File: src/common/gcsb_pkg.sv
// gcsb_pkg: register map, field positions and reset values of
// the global configuration and status bank.
// assumes a register port on sys_clk_i from the serial front end.
package gcsb_pkg;
  // register addresses
  localparam logic [6:0] ADDR_GLOBAL_CONFIGURATION   = 7'h00;
  localparam logic [6:0] ADDR_GLOBAL_STATUS_FLAGS   = 7'h01;
  localparam logic [6:0] ADDR_UART_WRITE_COUNTER   = 7'h02;
  localparam logic [6:0] ADDR_NODECFG = 7'h03;
  localparam logic [6:0] ADDR_INPUT   = 7'h04;
  // widths
  localparam int AW      = 7;
  localparam int DW      = 32;
  localparam int GLOBAL_CONFIGURATION_W = 18;
  localparam int GLOBAL_STATUS_FLAGS_W = 3;
  localparam int CNT_W   = 8;
  localparam int NCFG_W  = 12;
  localparam int COIL_W  = 9;
  // global configuration bit positions
  localparam int GC_FAULT_PP = 12;
  localparam int GC_CMP_PP   = 13;
  localparam int GC_SMALL_HY = 14;
  localparam int GC_STOP_EN  = 15;
  localparam int GC_DIRECT   = 16;
  localparam int GC_TEST     = 17;
  // status bit positions
  localparam int ST_RESET = 0;
  localparam int ST_DRV   = 1;
  localparam int ST_UVCP  = 2;
  // node config fields
  localparam int NC_ADDR_LSB  = 0;
  localparam int NC_DLY_LSB   = 8;
  localparam int NC_DLY_W     = 4;
  // input readout bit positions
  localparam int IN_LEFT   = 0;
  localparam int IN_RIGHT  = 1;
  localparam int IN_SDMODE = 6;
  // motion target coil fields
  localparam int COIL_A_LSB = 0;
  localparam int COIL_B_LSB = 16;
  // reset values
  localparam logic [GLOBAL_CONFIGURATION_W-1:0] GLOBAL_CONFIGURATION_RST = 18'h00008;
  localparam logic [GLOBAL_STATUS_FLAGS_W-1:0] GLOBAL_STATUS_FLAGS_RST = 3'h1;
  localparam logic [CNT_W-1:0]   CNT_RST   = 8'h00;
  localparam logic [NCFG_W-1:0]  NCFG_RST  = 12'h000;
  // reply delay: odd multiple of this many bit times
  localparam logic [7:0] DLY_UNIT = 8'h08;
  // synchronised pins: left, right, ext_step_source_sel, enc a, next address
  localparam int NPIN = 5;
  localparam int P_LEFT = 0;
  localparam int P_RIGHT = 1;
  localparam int P_SD = 2;
  localparam int P_ENCA = 3;
  localparam int P_NEXT = 4;
endpackage

File: src/hw/gcsb_bank.sv
// gcsb_bank: global configuration, sticky status, uart write
// counter, uart node config and input readout registers.
// assumes register port and driver events on sys_clk_i; pins async.
`timescale 1ns/1ps
`default_nettype none
module gcsb_bank
  import gcsb_pkg::*;
(
  // clock and reset
  input  wire logic                      sys_clk_i,
  input  wire logic                      srst_i,
  // register port
  input  wire logic                      reg_wr_i,
  input  wire logic                      reg_rd_i,
  input  wire logic [gcsb_pkg::AW-1:0]   reg_addr_i,
  input  wire logic [gcsb_pkg::DW-1:0]   reg_wdata_i,
  input  wire logic                      uart_mode_i,
  output logic      [gcsb_pkg::DW-1:0]   reg_rdata_o,
  // driver events
  input  wire logic                      drv_shutdown_i,
  input  wire logic                      temp_ok_i,
  input  wire logic                      pump_uv_i,
  input  wire logic                      fault_req_i,
  input  wire logic                      compare_req_i,
  input  wire logic [gcsb_pkg::DW-1:0]   motion_target_reg_i,
  input  wire logic [1:0]                hold_current_setting_i,
  // pins
  input  wire logic                      left_ref_pin_i,
  input  wire logic                      right_ref_pin_i,
  input  wire logic                      ext_step_source_sel_i,
  input  wire logic                      enc_a_halt_pin_i,
  input  wire logic                      address_increment_pin_i,
  output logic                           fault_out_pin_o,
  output logic                           fault_out_pin_oe_o,
  output logic                           compare_out_pin_o,
  output logic                           compare_out_pin_oe_o,
  // to motor logic
  output logic [gcsb_pkg::GLOBAL_CONFIGURATION_W-1:0]   global_configuration_o,
  output logic                           seq_halt_o,
  output logic                           small_hyst_o,
  output logic                           direct_mode_o,
  output logic [gcsb_pkg::COIL_W-1:0]    coil_a_o,
  output logic [gcsb_pkg::COIL_W-1:0]    coil_b_o,
  output logic                           probe_en_o,
  output logic [1:0]                     probe_sel_o,
  output logic                           drv_hold_off_o,
  output logic [7:0]                     uart_node_address_o,
  output logic [7:0]                     reply_delay_bits_o
);
  import gcsb_pkg::*;

  ////////////////////////////////////////////////////////////////
  // state
  typedef struct packed {
    logic [GLOBAL_CONFIGURATION_W-1:0] global_configuration;
    logic [GLOBAL_STATUS_FLAGS_W-1:0] global_status_flags;
    logic [CNT_W-1:0]   uart_write_counter;
    logic [NCFG_W-1:0]  ncfg;
    logic [NPIN-1:0]    s1;
    logic [NPIN-1:0]    s2;
    logic [DW-1:0]      rdata;
    logic               f_o;
    logic               f_oe;
    logic               c_o;
    logic               c_oe;
    logic               halt;
    logic               hold_off;
    logic [COIL_W-1:0]  coil_a;
    logic [COIL_W-1:0]  coil_b;
    logic [7:0]         naddr;
    logic [7:0]         dly;
  } gcsb_state_t;

  gcsb_state_t st;
  gcsb_state_t next_st;

  // drive style: returns {level, enable}
  function automatic logic [1:0] pin_drive(input logic pp, input logic act);
    pin_drive = pp ? {act, 1'b1} : {1'b0, act};
  endfunction

  ////////////////////////////////////////////////////////////////
  // next state
  always_comb
  begin
    logic wr;
    logic [GLOBAL_STATUS_FLAGS_W-1:0] clr;
    logic [GLOBAL_STATUS_FLAGS_W-1:0] set;
    logic [DW-1:0] inrd;
    wr = 1'b0;
    clr = '0;
    set = '0;
    inrd = '0;
    next_st = st;
    // pin synchronisers
    next_st.s1 = {address_increment_pin_i, enc_a_halt_pin_i,
                  ext_step_source_sel_i, right_ref_pin_i, left_ref_pin_i};
    next_st.s2 = st.s1;
    // register writes
    wr = reg_wr_i;
    if (wr && reg_addr_i == ADDR_GLOBAL_CONFIGURATION)
      next_st.global_configuration = reg_wdata_i[GLOBAL_CONFIGURATION_W-1:0];
    if (wr && reg_addr_i == ADDR_NODECFG)
      next_st.ncfg = reg_wdata_i[NCFG_W-1:0];
    if (wr && reg_addr_i == ADDR_GLOBAL_STATUS_FLAGS)
      clr = reg_wdata_i[GLOBAL_STATUS_FLAGS_W-1:0];
    if (!temp_ok_i)
      clr[ST_DRV] = 1'b0;
    set[ST_DRV]  = drv_shutdown_i;
    set[ST_UVCP] = pump_uv_i;
    next_st.global_status_flags = (st.global_status_flags & ~clr) | set;
    if (wr && uart_mode_i)
      next_st.uart_write_counter = st.uart_write_counter + 8'h01;
    // input readout
    inrd[IN_LEFT]   = st.s2[P_LEFT];
    inrd[IN_RIGHT]  = st.s2[P_RIGHT];
    inrd[IN_SDMODE] = st.s2[P_SD];
    // read data, unmapped and write-only read zero
    next_st.rdata = st.rdata;
    if (reg_rd_i)
    begin
      case (reg_addr_i)
        ADDR_GLOBAL_CONFIGURATION: next_st.rdata = {{(DW-GLOBAL_CONFIGURATION_W){1'b0}}, st.global_configuration};
        ADDR_GLOBAL_STATUS_FLAGS: next_st.rdata = {{(DW-GLOBAL_STATUS_FLAGS_W){1'b0}}, st.global_status_flags};
        ADDR_UART_WRITE_COUNTER: next_st.rdata = {{(DW-CNT_W){1'b0}}, st.uart_write_counter};
        ADDR_INPUT: next_st.rdata = inrd;
        default:    next_st.rdata = '0;
      endcase
    end
    // output pins
    {next_st.f_o, next_st.f_oe} = pin_drive(st.global_configuration[GC_FAULT_PP], fault_req_i);
    {next_st.c_o, next_st.c_oe} = pin_drive(st.global_configuration[GC_CMP_PP], compare_req_i);
    next_st.halt = st.global_configuration[GC_STOP_EN] & st.s2[P_ENCA];
    next_st.hold_off = pump_uv_i;
    // direct coil currents
    next_st.coil_a = '0;
    next_st.coil_b = '0;
    if (st.global_configuration[GC_DIRECT])
    begin
      next_st.coil_a = motion_target_reg_i[COIL_A_LSB +: COIL_W];
      next_st.coil_b = motion_target_reg_i[COIL_B_LSB +: COIL_W];
    end
    // node address and reply delay
    next_st.naddr = st.ncfg[NC_ADDR_LSB +: 8] + {7'h00, st.s2[P_NEXT]};
    next_st.dly = 8'({st.ncfg[NC_DLY_LSB + 1 +: NC_DLY_W - 1], 1'b1}) * DLY_UNIT;
    // synchronous reset
    if (srst_i)
    begin
      next_st = '0;
      next_st.global_configuration = GLOBAL_CONFIGURATION_RST;
      next_st.global_status_flags = GLOBAL_STATUS_FLAGS_RST;
      next_st.uart_write_counter = CNT_RST;
      next_st.ncfg  = NCFG_RST;
      next_st.dly   = DLY_UNIT;
    end
  end

  ////////////////////////////////////////////////////////////////
  // state register
  always_ff @(posedge sys_clk_i)
  begin
    st <= next_st;
  end

  ////////////////////////////////////////////////////////////////
  // outputs
  assign reg_rdata_o          = st.rdata;
  assign fault_out_pin_o      = st.f_o;
  assign fault_out_pin_oe_o   = st.f_oe;
  assign compare_out_pin_o    = st.c_o;
  assign compare_out_pin_oe_o = st.c_oe;
  assign global_configuration_o              = st.global_configuration;
  assign seq_halt_o           = st.halt;
  assign small_hyst_o         = st.global_configuration[GC_SMALL_HY];
  assign direct_mode_o        = st.global_configuration[GC_DIRECT];
  assign coil_a_o             = st.coil_a;
  assign coil_b_o             = st.coil_b;
  assign probe_en_o           = st.global_configuration[GC_TEST];
  assign probe_sel_o          = hold_current_setting_i;
  assign drv_hold_off_o       = st.hold_off;
  assign uart_node_address_o  = st.naddr;
  assign reply_delay_bits_o   = st.dly;
endmodule
`default_nettype wire

File: config.mk
export PLATFORM = sky130hd
export DESIGN_NAME = gcsb_bank
export DESIGN_NICKNAME = d
export VERILOG_FILES = /design/src/common/gcsb_pkg.sv /design/src/hw/gcsb_bank.sv
export SDC_FILE = /design/constraint.sdc
export NUM_CORES = 1
export LEC_CHECK = 0
export BUFFER_PORTS_ARGS = -buffer_cell sky130_fd_sc_hd__buf_2
export CORE_ASPECT_RATIO = 1.5
export CORE_MARGIN = 2
export CORE_UTILIZATION = 45
export CTS_BUF_LIST = sky130_fd_sc_hd__clkbuf_8
export DETAILED_ROUTE_END_ITERATION = 8
export PLACE_DENSITY = 0.77
export SLEW_MARGIN = 20
export SYNTH_ARGS = -nofsm -noshare
export SYNTH_HDL_FRONTEND = slang
export SYNTH_SLANG_ARGS = --single-unit
File: constraint.sdc
create_clock -name sys_clk_i -period 5.25 [get_ports sys_clk_i]
set_input_delay 1.05 -clock sys_clk_i [delete_from_list [all_inputs] [get_ports sys_clk_i]]
set_output_delay 1.05 -clock sys_clk_i [all_outputs]
set_load 0.02 [all_outputs]
== Word-level counts from Yosys, hierarchy flattened ==
Cells that the tools add are included.
Widths: inputs -> output; s select.

* Add/subtract/negate cells: 2
* Multipliers: 0
* Div/mod/pow operators: 0
* $lt $le $gt $ge: 0
* Equality and inequality tests: 4
* Shift-type cells: 0
* Muxes and demuxes: 5
* Bitwise logic cells: 7
* Reductions and logical operators: 8

{| class="wikitable"
|+ Operators by type and width
! operator !! number
|-
| $pmux 18 s4 || 1
|-
| $eq 7x2->1 const B || 2
|-
| $add 8x1->8 || 1
|-
| $add 8x1->8 const B || 1
|-
| $eq 7x1->1 const B || 1
|-
| $eq 7x3->1 const B || 1
|-
| $logic_not 7->1 || 1
|-
| $reduce_or 2->1 || 3
|-
| $logic_and 1x1->1 || 4
|-
| $mux 2 || 2
|-
| $and 3x3->3 || 1
|-
| $mux 3 || 1
|-
| $not 1->1 || 3
|-
| $not 3->3 || 1
|-
| $or 3x3->3 || 1
|-
| $and 1x1->1 || 1
|-
| $mux 1 || 1
|}

* Register bits: 123
* Bits in latches: 0
* Memory bits (writable): 0
* Memory bits (read-only): 0
* Input bits: 88
* Output and inout port bits: 95
* Logic and storage cells: 44
* Memories: 0

== Logic depth before layout (Yosys ltp) ==
Gate-level depths: netlist of run 1.

* Word-level depth: 7
* Gate-level depth with buffers: 7
* Gate-level depth less buffers: 5

== Worst setup path after synthesis of run 1 ==
No wires, ideal clock.

* Kind: input to register
* Start: in reg_addr_i[5] (netlist name)
* End: reg st, in the netlist reg_rdata_o[10]
* Setup time: 0.060 ns
* Data arrival time: 2.484 ns
* Required time: 5.190 ns
* Path slack: 2.706 ns
* Cell stages on the path: 5
* Path buffers: 1
* Cell sequence: or4_4 > buf_6 > nor3_4 > nor3b_4 > a22o_1

* Cells in the longest elaborated chain, start to end: 2
* Elaborated cells between the ends (all ways): 5
* Classes of those cells: 3 x eq/ne; 1 x mux; 1 x reduce/logical

{| class="wikitable"
|+ RTL lines
! element !! RTL line !! text
|-
| start: declaration || gcsb_bank.sv:15 || <nowiki>input wire logic [gcsb_pkg::AW-1:0] reg_addr_i,</nowiki>
|-
| $eq 7x3->1 (tied with other cells) || gcsb_bank.sv:122 || <nowiki>case (reg_addr_i)</nowiki>
|-
| $pmux 18 s4 (*) || gcsb_bank.sv:122 ||
|-
| end signal: assignment || gcsb_bank.sv:162 || <nowiki>st <= next_st;</nowiki>
|-
| end: declaration || gcsb_bank.sv:74 || <nowiki>gcsb_state_t st;</nowiki>
|}

Mark *: on every way between the ends. The rest lies on a longest branch, timed or not.
A chain may end at the register's enable or synchronous reset.

== Worst setup path after layout of run 1 ==
* Start: in reg_addr_i[5] (netlist name)
* End: reg st[86] (netlist name)

* Cells in the longest elaborated chain, start to end: 2

{| class="wikitable"
|+ RTL lines
! element !! RTL line !! text
|-
| $eq 7x2->1 || gcsb_bank.sv:103 || <nowiki>if (wr && reg_addr_i == ADDR_NODECFG)</nowiki>
|-
| $logic_and 1x1->1 || gcsb_bank.sv:103 ||
|}

Every way passes these cells.

==> results of run 1 <==
==> synthesized netlist by cell type (all sizes together) <==
cell    number
a32o         1
and3         2
nor3         5
mux2i       13
maj3         1
or4          1
mux2         4
inv          4
a311oi       1
a21oi       26
xnor2        5
buf         92
nor4         4
nor2        40
nand3b       2
and2        18
a211oi       1
a22o         9
nand3       13
nor3b        1
nor2b       16
dfxtp      103
conb         2
xor2         6
nand2       50
and4         1
clkbuf      15
o211ai       2
nand2b       7
nand4        5
a21o         1
or3          3
o21ai        4
ha           3
o22ai        2
a32oi        2
==> registers in the layout, indices dropped and copies added (netlist names) <==
register                count
st                         32
global_configuration_o     18
reg_rdata_o                18
coil_a_o                    9
coil_b_o                    9
uart_node_address_o         8
reply_delay_bits_o          3
compare_out_pin_o           1
compare_out_pin_oe_o        1
drv_hold_off_o              1
fault_out_pin_o             1
fault_out_pin_oe_o          1
seq_halt_o                  1
==> power breakdown <==
| part | leakage [nW] | switching (mW) | internal, mW |
|---|---|---|---|
| clock | 0.105 | 0.280 | 0.241 |
| sequential | 0.833 | 0.00333 | 0.788 |
| combinational | 1.13 | 0.0501 | 0.0268 |
| total | 2.07 | 0.334 | 1.06 |
==> critical path, delay by kind of cell <==
family                 cells  cell delay [ns]
buffers and inverters      1             0.10
muxes                      1             0.31
and+or+nand+nor            3             1.49
==> how the worst min path moves through the flow <==
stage	from	to	slack (ns)	cells after the start
4_1_cts	st[75]	seq_halt_o	0.43	2
5_1_grt	st[75]	seq_halt_o	0.46	2
3_5_place_dp	st[75]	seq_halt_o	0.41	2
2_1_floorplan	st[75]	seq_halt_o	0.40	2
3_3_place_gp	st[75]	seq_halt_o	0.41	2
6_report	st[75]	seq_halt_o	0.42	2
==> final cells by class <==
class	instances	area (um^2)
multi-input cells	268	1550
fillers	893	4610
well taps	112	140
clock inverters	6	75.1
repair buffers	132	663
clock buffers	10	138
flip-flops and latches	103	2060
inverters	4	15.0
==> metal layers <==
layer | track usage, % | vias to the layer above
met4 | 7.56 | 0
li1 | - | 1522
met2 | 27.8 | 117
met1 | 18.2 | 1378
met5 | 0 | -
met3 | 4.31 | 17
==> kinds of logic (layout without fill, tap and decap cells) <==
group,after synthesis,count (layout),synth area share (%)
simple gates,168,168,19.8
buf+inv,111,152,17.5
flops,103,103,48.0
compound gates,49,49,7.16
mux,17,17,4.07
xor+xnor,11,11,2.24
fa+ha+maj,4,4,1.11
other cells,2,19,0.175
==> summary.txt, run 1 <==
Setup path
  – CP Data Required Time: 5.51 ns
  – Worst reg2reg startpoint: global_configuration_o[16]
  – Worst Setup SP: reg_addr_i[5]
  – Crit path launch type: input port
  – Setup crit end: st[86]
  – Worst Setup End Kind: flop
  – Crit-path slowest cell: nor4_4
  – Biggest cell delay along the critical path: 0.82 ns
  – CP Class: in -> reg
  – Register-to-Register Setup Slack: 3.90 ns
  – Worst R2R Path Depth: 2
  – Critical-path cell list: buf_2 -> or4_4 -> nor4_4 -> mux2i_1 -> nor2_1
  – Worst EP arrival: 2.97 ns
  – Terminus of the critical flop-to-flop path: coil_a_o[8]
  – Worst Path Max Fanout: 11

Timing
  – Worst Tran Pin Value: 0.959 ns
  – Max-slew headroom: 35.6%
  – Fin. max-slew vios: 0
  – Hold_ws: 0.423 ns
  – Final setup margin: 2.54 ns
  – Minimum clock period: 2.71 ns
  – Fin. Hold Viols: 0
  – Setup tns final: 0 ns
  – # setup viols final: 0
  – Final period utilization: 51.6%
  – Max Freq: 369 MHz
  – Unrepaired setup endpoints after global routing: no
  – Setup Skew: 0.00835 ns

Detailed routing
  – Drt first-iter violations: 168
  – Met3 Wirelength: 520 um
  – Antenna Nets Post-Route: 0
  – Total Routed Length: 8440 um
  – Uppermost layer routed: met4
  – DR WL/cell: 13.3 um
  – Vias per cell: 4.78
  – WL met1: 3380 um
  – Residual DRC: 0
  – Total number of vias: 3,034
  – Drt pass-1 iters: 4
  – DR WL met2: 4320 um

Cells and area
  – Core Util, Final: 50.2%
  – Non-Filler Instances: 635
  – Most frequent cells in the layout: buf_2 (131), dfxtp_1 (103), nand2_1 (50), nor2_1 (40), a21oi_1 (26)
  – Ant. Diodes: 0
  – Share of cells above drive strength 1: 29.8%
  – Design area: 0.00464 mm^2
  – Layout area overhead: 8.00%
  – Fin nets: 609
  – Commonest non-fill, non-tap cell in the layout: buf_2

Yosys
  – Post-synthesis sequential area ratio: 48.0%
  – Post-synthesis cell type count: 40
  – Leading area contributor after synthesis: dfxtp_1
  – Mapped Area: 0.00430 mm^2
  – Synth warn: 0
  – Cells after Synth: 465
  – Largest cells by area after synthesis: dfxtp_1 (48%), buf_4 (15%), nand2_1 (4.4%), nor2_1 (3.5%), a21oi_1 (3.0%)
  – Yosys top cell area share: 48.0%
  – Syn Area/Cell: 9.25 um^2
  – Number of synthesized register bits: 103

Worst hold path
  – Worst hold path class: reg -> reg

Power
  – Pwr Density: 299 mW/mm^2
  – Maximum vdd drop: 173 uV
  – Pleak: 2.07 nW
  – Total power: 1.39 mW

Place
  – Cells after DPL: 619
  – IO buf count: 131
  – Dpl ws: 2.13 ns
  – Global placer's final weighted congestion: 0.780
  – Cell Area, Placed: 0.00443 mm^2
  – Hpwl dp: 6270 um

CTS
  – Clk slew on worst S/H paths: 0.10 ns
  – CTS tree: yes
  – Resize count post-CTS: 0
  – Clock sinks: 103
  – H-tree Lvls: 3
  – Hold buffers post-CTS: 0
  – CTS Buffer Depth: 2
  – Post-CTS Setup Bufs: 0
  – Root Buffer: clkbuf_8
  – Skew-Pair Late Insertion Delay: 0.37 ns
  – Clock buffer count from CTS: 9

GRT
  – Vias in the first global route: 2,757
  – Largest net degree at the start of global routing: 50
  – First-pass GRT wire length: 13,100 um
  – Total GRT Usage: 15.9%
  – Overflow after GRT: 0
  – Initial antenna violation count: 0

Die
  – Io pins: 183
  – DIE WIDTH: 83.8 um
  – Initial Util: 46.5%
  – Core area: 0.00925 mm^2
  – Die area: 0.0104 mm^2
  – Row count: 43
  – Die extent in y: 124 um

Outcome
  – Status: completed

Run
  – Max cap viols: 0
No activity file was read; power rests on OpenSTA's default activity.
==> run 2: changes to the inputs <==
- clock period: 5.25 -> 2.8 ns (I/O delays scaled with it)
==> run 2 against run 1 <==
Sequential power is 87% higher. Via count is 1.5% higher. Combinational power is 90% higher. Hold slack worse by 0.033 ns. First-iteration DRC count is 6.5% lower. Count of clock-buffer cells in the layout stayed put. Sequential cell count stayed put. Critical path type unchanged. Largest power group unchanged. Highest routed layer unchanged.
==> summary.txt, run 2 (synthesis gave the netlist of run 1 again) <==
Timing
  – Max-slew headroom: 46.0% (was 35.6%)
  – Final period utilization: 65.1%
  – Fin. Hold Viols: 0 (unchanged)
  – Worst Tran Pin Value: 0.808 ns (was 0.959 ns)
  – Unrepaired setup endpoints after global routing: no (unchanged)
  – Setup tns final: 0 ns (unchanged)
  – Setup Skew: 0.00838 ns (was 0.00835 ns)
  – Max Freq: 548 MHz
  – Fin. max-slew vios: 0 (unchanged)
  – Final setup margin: 0.976 ns (was 2.54 ns)
  – # setup viols final: 0 (unchanged)
  – Minimum clock period: 1.82 ns

CTS
  – Post-CTS Setup Bufs: 0 (unchanged)
  – Resize count post-CTS: 0 (unchanged)
  – CTS tree: yes (unchanged)
  – Root Buffer: clkbuf_8 (unchanged)
  – Skew-Pair Late Insertion Delay: 0.36 ns (was 0.37 ns)
  – Clock sinks: 103 (unchanged)
  – H-tree Lvls: 3 (unchanged)
  – Clk slew on worst S/H paths: 0.10 ns (about the same)
  – Hold buffers post-CTS: 0 (unchanged)
  – CTS Buffer Depth: 2 (unchanged)
  – Clock buffer count from CTS: 9 (unchanged)

Power
  – Gate power share: 5.6% (was 5.5%)
  – Sw power: 624 uW (was 334 uW)
  – Maximum vdd drop: 319 uV (was 173 uV)
  – Clock power share: 37.4% (was 37.5%)
  – Pleak: 2.09 nW (was 2.07 nW)
  – Pwr Density: 557 mW/mm^2 (was 299 mW/mm^2)
  – Switching share of total power: 23.9% (was 24.0%)
  – Pint: 1.98 mW (was 1.06 mW)
  – Sequential share of power: 57.0% (about the same)

Detailed routing
  – Residual DRC: 0 (unchanged)
  – Antenna Nets Post-Route: 0 (unchanged)
  – Total Routed Length: 8590 um (was 8440 um)
  – Vias per cell: 4.81 (was 4.78)
  – Drt pass-1 iters: 4 (unchanged)
  – Total number of vias: 3,078 (was 3,034)
  – Drt first-iter violations: 157 (was 168)
  – DR WL/cell: 13.4 um (was 13.3 um)

Setup path
  – CP Data Required Time: 3.06 ns (was 5.51 ns)
  – Crit path launch type: input port (unchanged)
  – Worst Setup SP: reg_addr_i[5] (unchanged)
  – Worst Setup End Kind: flop (unchanged)
  – CP Class: in -> reg (unchanged)
  – Worst EP arrival: 2.09 ns (was 2.97 ns)
  – Biggest cell delay along the critical path: 0.61 ns (was 0.82 ns)
  – Worst Path Max Fanout: 8 (was 11)
  – Buf+Inv Stages, Crit Path: 1 (unchanged)
  – CP delay by family, top: simple AND/OR/NAND/NOR gates (unchanged)
  – Crit-path slowest cell: or4_4 (was nor4_4)
  – Critical-path cell list: buf_2 -> or4_4 -> nor4_1 -> nand2_1 -> a21o_1 (was buf_2 -> or4_4 -> nor4_4 -> mux2i_1 -> nor2_1)
  – Worst reg2reg startpoint: global_configuration_o[16] (unchanged)

Place
  – IO buf count: 131 (unchanged)
  – Hpwl dp: 6380 um (was 6270 um)
  – Cells after DPL: 624 (was 619)
  – Dpl ws: 0.582 ns (was 2.13 ns)
  – Cell Area, Placed: 0.00447 mm^2 (was 0.00443 mm^2)
  – Global placer's final weighted congestion: 0.789 (was 0.780)

Die
  – DIE WIDTH: 83.8 um (unchanged)
  – Io pins: 183 (unchanged)
  – Core area: 0.00925 mm^2 (unchanged)
  – Row count: 43 (unchanged)
  – Die area: 0.0104 mm^2 (unchanged)
  – Die extent in y: 124 um (unchanged)
  – Initial Util: 46.5% (unchanged)

GRT
  – Routing usage on met2: 28.1% (was 27.8%)
  – Vias in the first global route: 2,763 (was 2,757)
  – GR peak layer: met2 (unchanged)
  – GR Layer Usage met1: 18.5% (was 18.2%)
  – Initial antenna violation count: 0 (unchanged)
  – Largest net degree at the start of global routing: 31 (was 50)
  – Met3 Use GR: 3.84% (was 4.31%)
  – Total GRT Usage: 16.1% (was 15.9%)
  – Overflow after GRT: 0 (unchanged)
  – First-pass GRT wire length: 13,200 um (was 13,100 um)

Cells and area
  – Register area: 0.00206 mm^2 (unchanged)
  – Fin nets: 614 (was 609)
  – Reg with most FFs: st (unchanged)
  – Most frequent cells in the layout: buf_2 (131), dfxtp_1 (103), nand2_1 (50), nor2_1 (40), a21oi_1 (26) (unchanged)
  – Non-Filler Instances: 640 (was 635)
  – Max reg flops: 32 (unchanged)
  – Commonest non-fill, non-tap cell in the layout: buf_2 (unchanged)
  – Design area: 0.00468 mm^2 (was 0.00464 mm^2)
  – Share of cells above drive strength 1: 30.5% (was 29.8%)
  – # fillers: 883 (was 893)
  – Layout area overhead: 8.91% (was 8.00%)
  – Ant. Diodes: 0 (unchanged)
  – Multi-input combinational cell area: 0.00155 mm^2 (unchanged)

Worst hold path
  – Worst hold path class: in -> reg (was reg -> reg)
  – Hold_sp: motion_target_reg_i[5] (was st[75])

Outcome
  – Status: completed (unchanged)

Run
  – Max cap viols: 0 (unchanged)
run 2: cell types whose count changed in the layout (fill, tap and decap cells not counted), sizes merged:
cell,previous run,this run
clkinv,1,0
clkinvlp,1,2
buf,132,137
run 2: layer usage:
layer | vias up | share of wire (%)
met5 | - | 0
met4 | 0 | 2.2
met3 | 17 | 5.6
met2 | 118 | 52
met1 | 1411 | 40
li1 | 1532 | -
run 2: power groups by stage:
stage | registers [mW] | logic (mW) | clock network, mW
final | 1.48 | 0.146 | 0.976
after global routing | 1.49 | 0.161 | 1.06
after CTS | 1.48 | 0.147 | 1.01
after detailed placement | 1.52 | 0.146 | 0
after global placement | 1.52 | 0.143 | 0
after floorplan | 1.52 | 0.108 | 0
run 2: final timing paths:
path,to,slack (ns),cells past startpoint
setup / recovery,st[102],0.98,5
hold reg to reg,seq_halt_o,0.42,2
hold / removal,coil_a_o[5],0.39,2
setup reg to reg,coil_b_o[6],1.42,2
run 2: cell type report:
class | count | area share, %
Sequential cell | 103 | 44.0
Inverter | 4 | 0.321
Timing Repair Buffer | 137 | 15.0
Clock buffer | 10 | 2.94
Tap cell | 112 | 2.99
Multi-Input combinational cell | 268 | 33.1
Clock inverter | 6 | 1.63
run 2: metrics by stage:
step | utilization [%] | hold WS [ns] | power, mW
finish | 50.6 | 0.391 | 2.61
global route | 50.6 | 0.369 | 2.71
floorplan | - | 0.403 | 1.63
global placement | 48.3 | 0.411 | 1.66
CTS | 50.6 | 0.369 | 2.64
detailed placement | 48.3 | 0.419 | 1.66
==> run 3: changes to the inputs <==
- PLACE_DENSITY: 0.77 -> 0.8
- clock period: 2.8 -> 1.6 ns (I/O delays scaled with it)
==> run 3 against run 2 <==
Sequential share of layout area down 0.88 points. Count of clock-buffer cells in the layout decreased by 1. Clock power rose by 78%. Hold slack got worse by 0.25 ns. Sequential power rose by 76%. Wire length grew 0.45%. Die area unchanged. Combinational power rose by 80%.
==> summary.txt, run 3 (synthesis gave the netlist of run 1 again) <==
Outcome
  – Status: completed (unchanged)

Worst hold path
  – Worst hold path class: in -> reg (unchanged)
  – Worst hold path depth: 2 (unchanged)

CTS
  – CTS tree: yes (unchanged)
  – Clock buffer count from CTS: 9 (unchanged)
  – H-tree Lvls: 3 (unchanged)
  – Root Buffer: clkbuf_8 (unchanged)
  – Resize count post-CTS: 0 (unchanged)
  – Clock sinks: 103 (unchanged)
  – CTS Buffer Depth: 2 (unchanged)
  – Hold buffers post-CTS: 0 (unchanged)
  – Post-CTS Setup Bufs: 0 (unchanged)
  – Skew-Pair Late Insertion Delay: 0.37 ns (was 0.36 ns)
  – Clk slew on worst S/H paths: 0.10 ns (about the same)

Cells and area
  – Max reg flops: 32 (unchanged)
  – Core Util, Final: 51.6% (was 50.6%)
  – Ant. Diodes: 0 (unchanged)
  – Fin nets: 624 (was 614)
  – Reg with most FFs: st (unchanged)
  – Non-Filler Instances: 649 (was 640)
  – Most frequent cells in the layout: buf_2 (131), dfxtp_1 (103), nand2_1 (50), nor2_1 (40), a21oi_1 (26) (unchanged)
  – Commonest non-fill, non-tap cell in the layout: buf_2 (unchanged)
  – Design area: 0.00478 mm^2 (was 0.00468 mm^2)
  – Share of cells above drive strength 1: 31.5% (was 30.5%)
  – Layout area overhead: 11.1% (was 8.91%)

GRT
  – Largest net degree at the start of global routing: 39 (was 31)
  – Total GRT Usage: 16.0% (was 16.1%)
  – First-pass GRT wire length: 13,200 um (about the same)
  – Vias in the first global route: 2,782 (was 2,763)
  – Initial antenna violation count: 0 (unchanged)
  – Overflow after GRT: 0 (unchanged)

Detailed routing
  – Total Routed Length: 8630 um (was 8590 um)
  – Residual DRC: 0 (unchanged)
  – Drt first-iter violations: 180 (was 157)
  – Drt pass-1 iters: 4 (unchanged)
  – DR WL/cell: 13.3 um (was 13.4 um)
  – Total number of vias: 3,072 (was 3,078)
  – Vias per cell: 4.73 (was 4.81)
  – Antenna Nets Post-Route: 0 (unchanged)

Power
  – Pwr Density: 963 mW/mm^2 (was 557 mW/mm^2)
  – Pleak: 2.15 nW (was 2.09 nW)
  – Total power: 4.60 mW (was 2.61 mW)
  – Maximum vdd drop: 698 uV (was 319 uV)

Timing
  – Worst Tran Pin Value: 0.830 ns (was 0.808 ns)
  – Max-slew headroom: 44.6% (was 46.0%)
  – Fin. max-slew vios: 0 (unchanged)
  – Hold_ws: 0.138 ns (was 0.391 ns)
  – Unrepaired setup endpoints after global routing: no (unchanged)
  – Setup Skew: 0.00642 ns (was 0.00838 ns)
  – Fin. Hold Viols: 0 (unchanged)
  – Final setup margin: 0.0901 ns (was 0.976 ns)
  – Final period utilization: 94.4%
  – # setup viols final: 0 (unchanged)
  – Setup tns final: 0 ns (unchanged)
  – Max Freq: 662 MHz
  – Minimum clock period: 1.51 ns

Die
  – Die area: 0.0104 mm^2 (unchanged)
  – DIE WIDTH: 83.8 um (unchanged)
  – Die extent in y: 124 um (unchanged)
  – Io pins: 183 (unchanged)
  – Row count: 43 (unchanged)
  – Core area: 0.00925 mm^2 (unchanged)
  – Initial Util: 46.5% (unchanged)

Place
  – Cells after DPL: 634 (was 624)
  – Global placer's final weighted congestion: 0.813 (was 0.789)
  – Dpl ws: -0.307 ns (was 0.582 ns)
  – Cell Area, Placed: 0.00457 mm^2 (was 0.00447 mm^2)
  – Hpwl dp: 6650 um (was 6380 um)
  – IO buf count: 131 (unchanged)

Setup path
  – Worst Path Max Fanout: 11 (was 8)
  – CP Class: in -> reg (unchanged)
  – Crit-path slowest cell: or4_4 (unchanged)
  – Biggest cell delay along the critical path: 0.59 ns (was 0.61 ns)
  – Levels on crit path: 6 (was 5)
  – Crit path launch type: input port (unchanged)
  – CP Data Required Time: 1.84 ns (was 3.06 ns)
  – CP delay by family, top: simple AND/OR/NAND/NOR gates (unchanged)
  – Worst R2R Path Depth: 2 (unchanged)
  – Critical-path cell list: buf_2 -> or4_4 -> nor4_4 -> buf_12 -> mux2i_1 -> nor2_1 (was buf_2 -> or4_4 -> nor4_1 -> nand2_1 -> a21o_1)
  – Buf+Inv Stages, Crit Path: 2 (was 1)
  – Worst EP arrival: 1.75 ns (was 2.09 ns)
  – Worst Setup End Kind: flop (unchanged)

Run
  – Max cap viols: 0 (unchanged)
==> run 3: final timing paths <==
check / from / to / slack [ns]
max: reg_addr_i[5] / st[86] / 0.09
min: motion_target_reg_i[7] / coil_a_o[7] / 0.14
max reg2reg: global_configuration_o[16] / coil_b_o[4] / 0.22
min reg2reg: st[75] / seq_halt_o / 0.42
==> run 3: worst reg2reg max path: cells and delay by family, from the launching register on <==
family / cells / cell delay (ns)
simple gates: 2 / 0.92
flops: 1 / 0.40
==> run 3: final cells by class <==
class | count | area, um^2
fill | 878 | 4480
sequential | 103 | 2060
multi-input combinational | 268 | 1550
timing repair buffer | 147 | 801
tap | 112 | 140
clock buffer | 9 | 124
clock inverter | 6 | 85.1
inverter | 4 | 15.0
==> run 3: report_power, final <==
part	internal [mW]	leakage, nW	total (mW)	switching, mW
Combinational	0.0984	1.21	0.263	0.165
Clock	0.870	0.107	1.74	0.867
Sequential	2.59	0.833	2.60	0.0114
==> run 3: metal layers <==
| metal | vias up | track usage [%] | wire [um] |
|---|---|---|---|
| met2 | 111 | 29.2 | 4550 |
| met5 | - | 0 | 0 |
| li1 | 1551 | - | - |
| met3 | 13 | 3.98 | 522 |
| met4 | 0 | 7.56 | 189 |
| met1 | 1397 | 17.5 | 3370 |
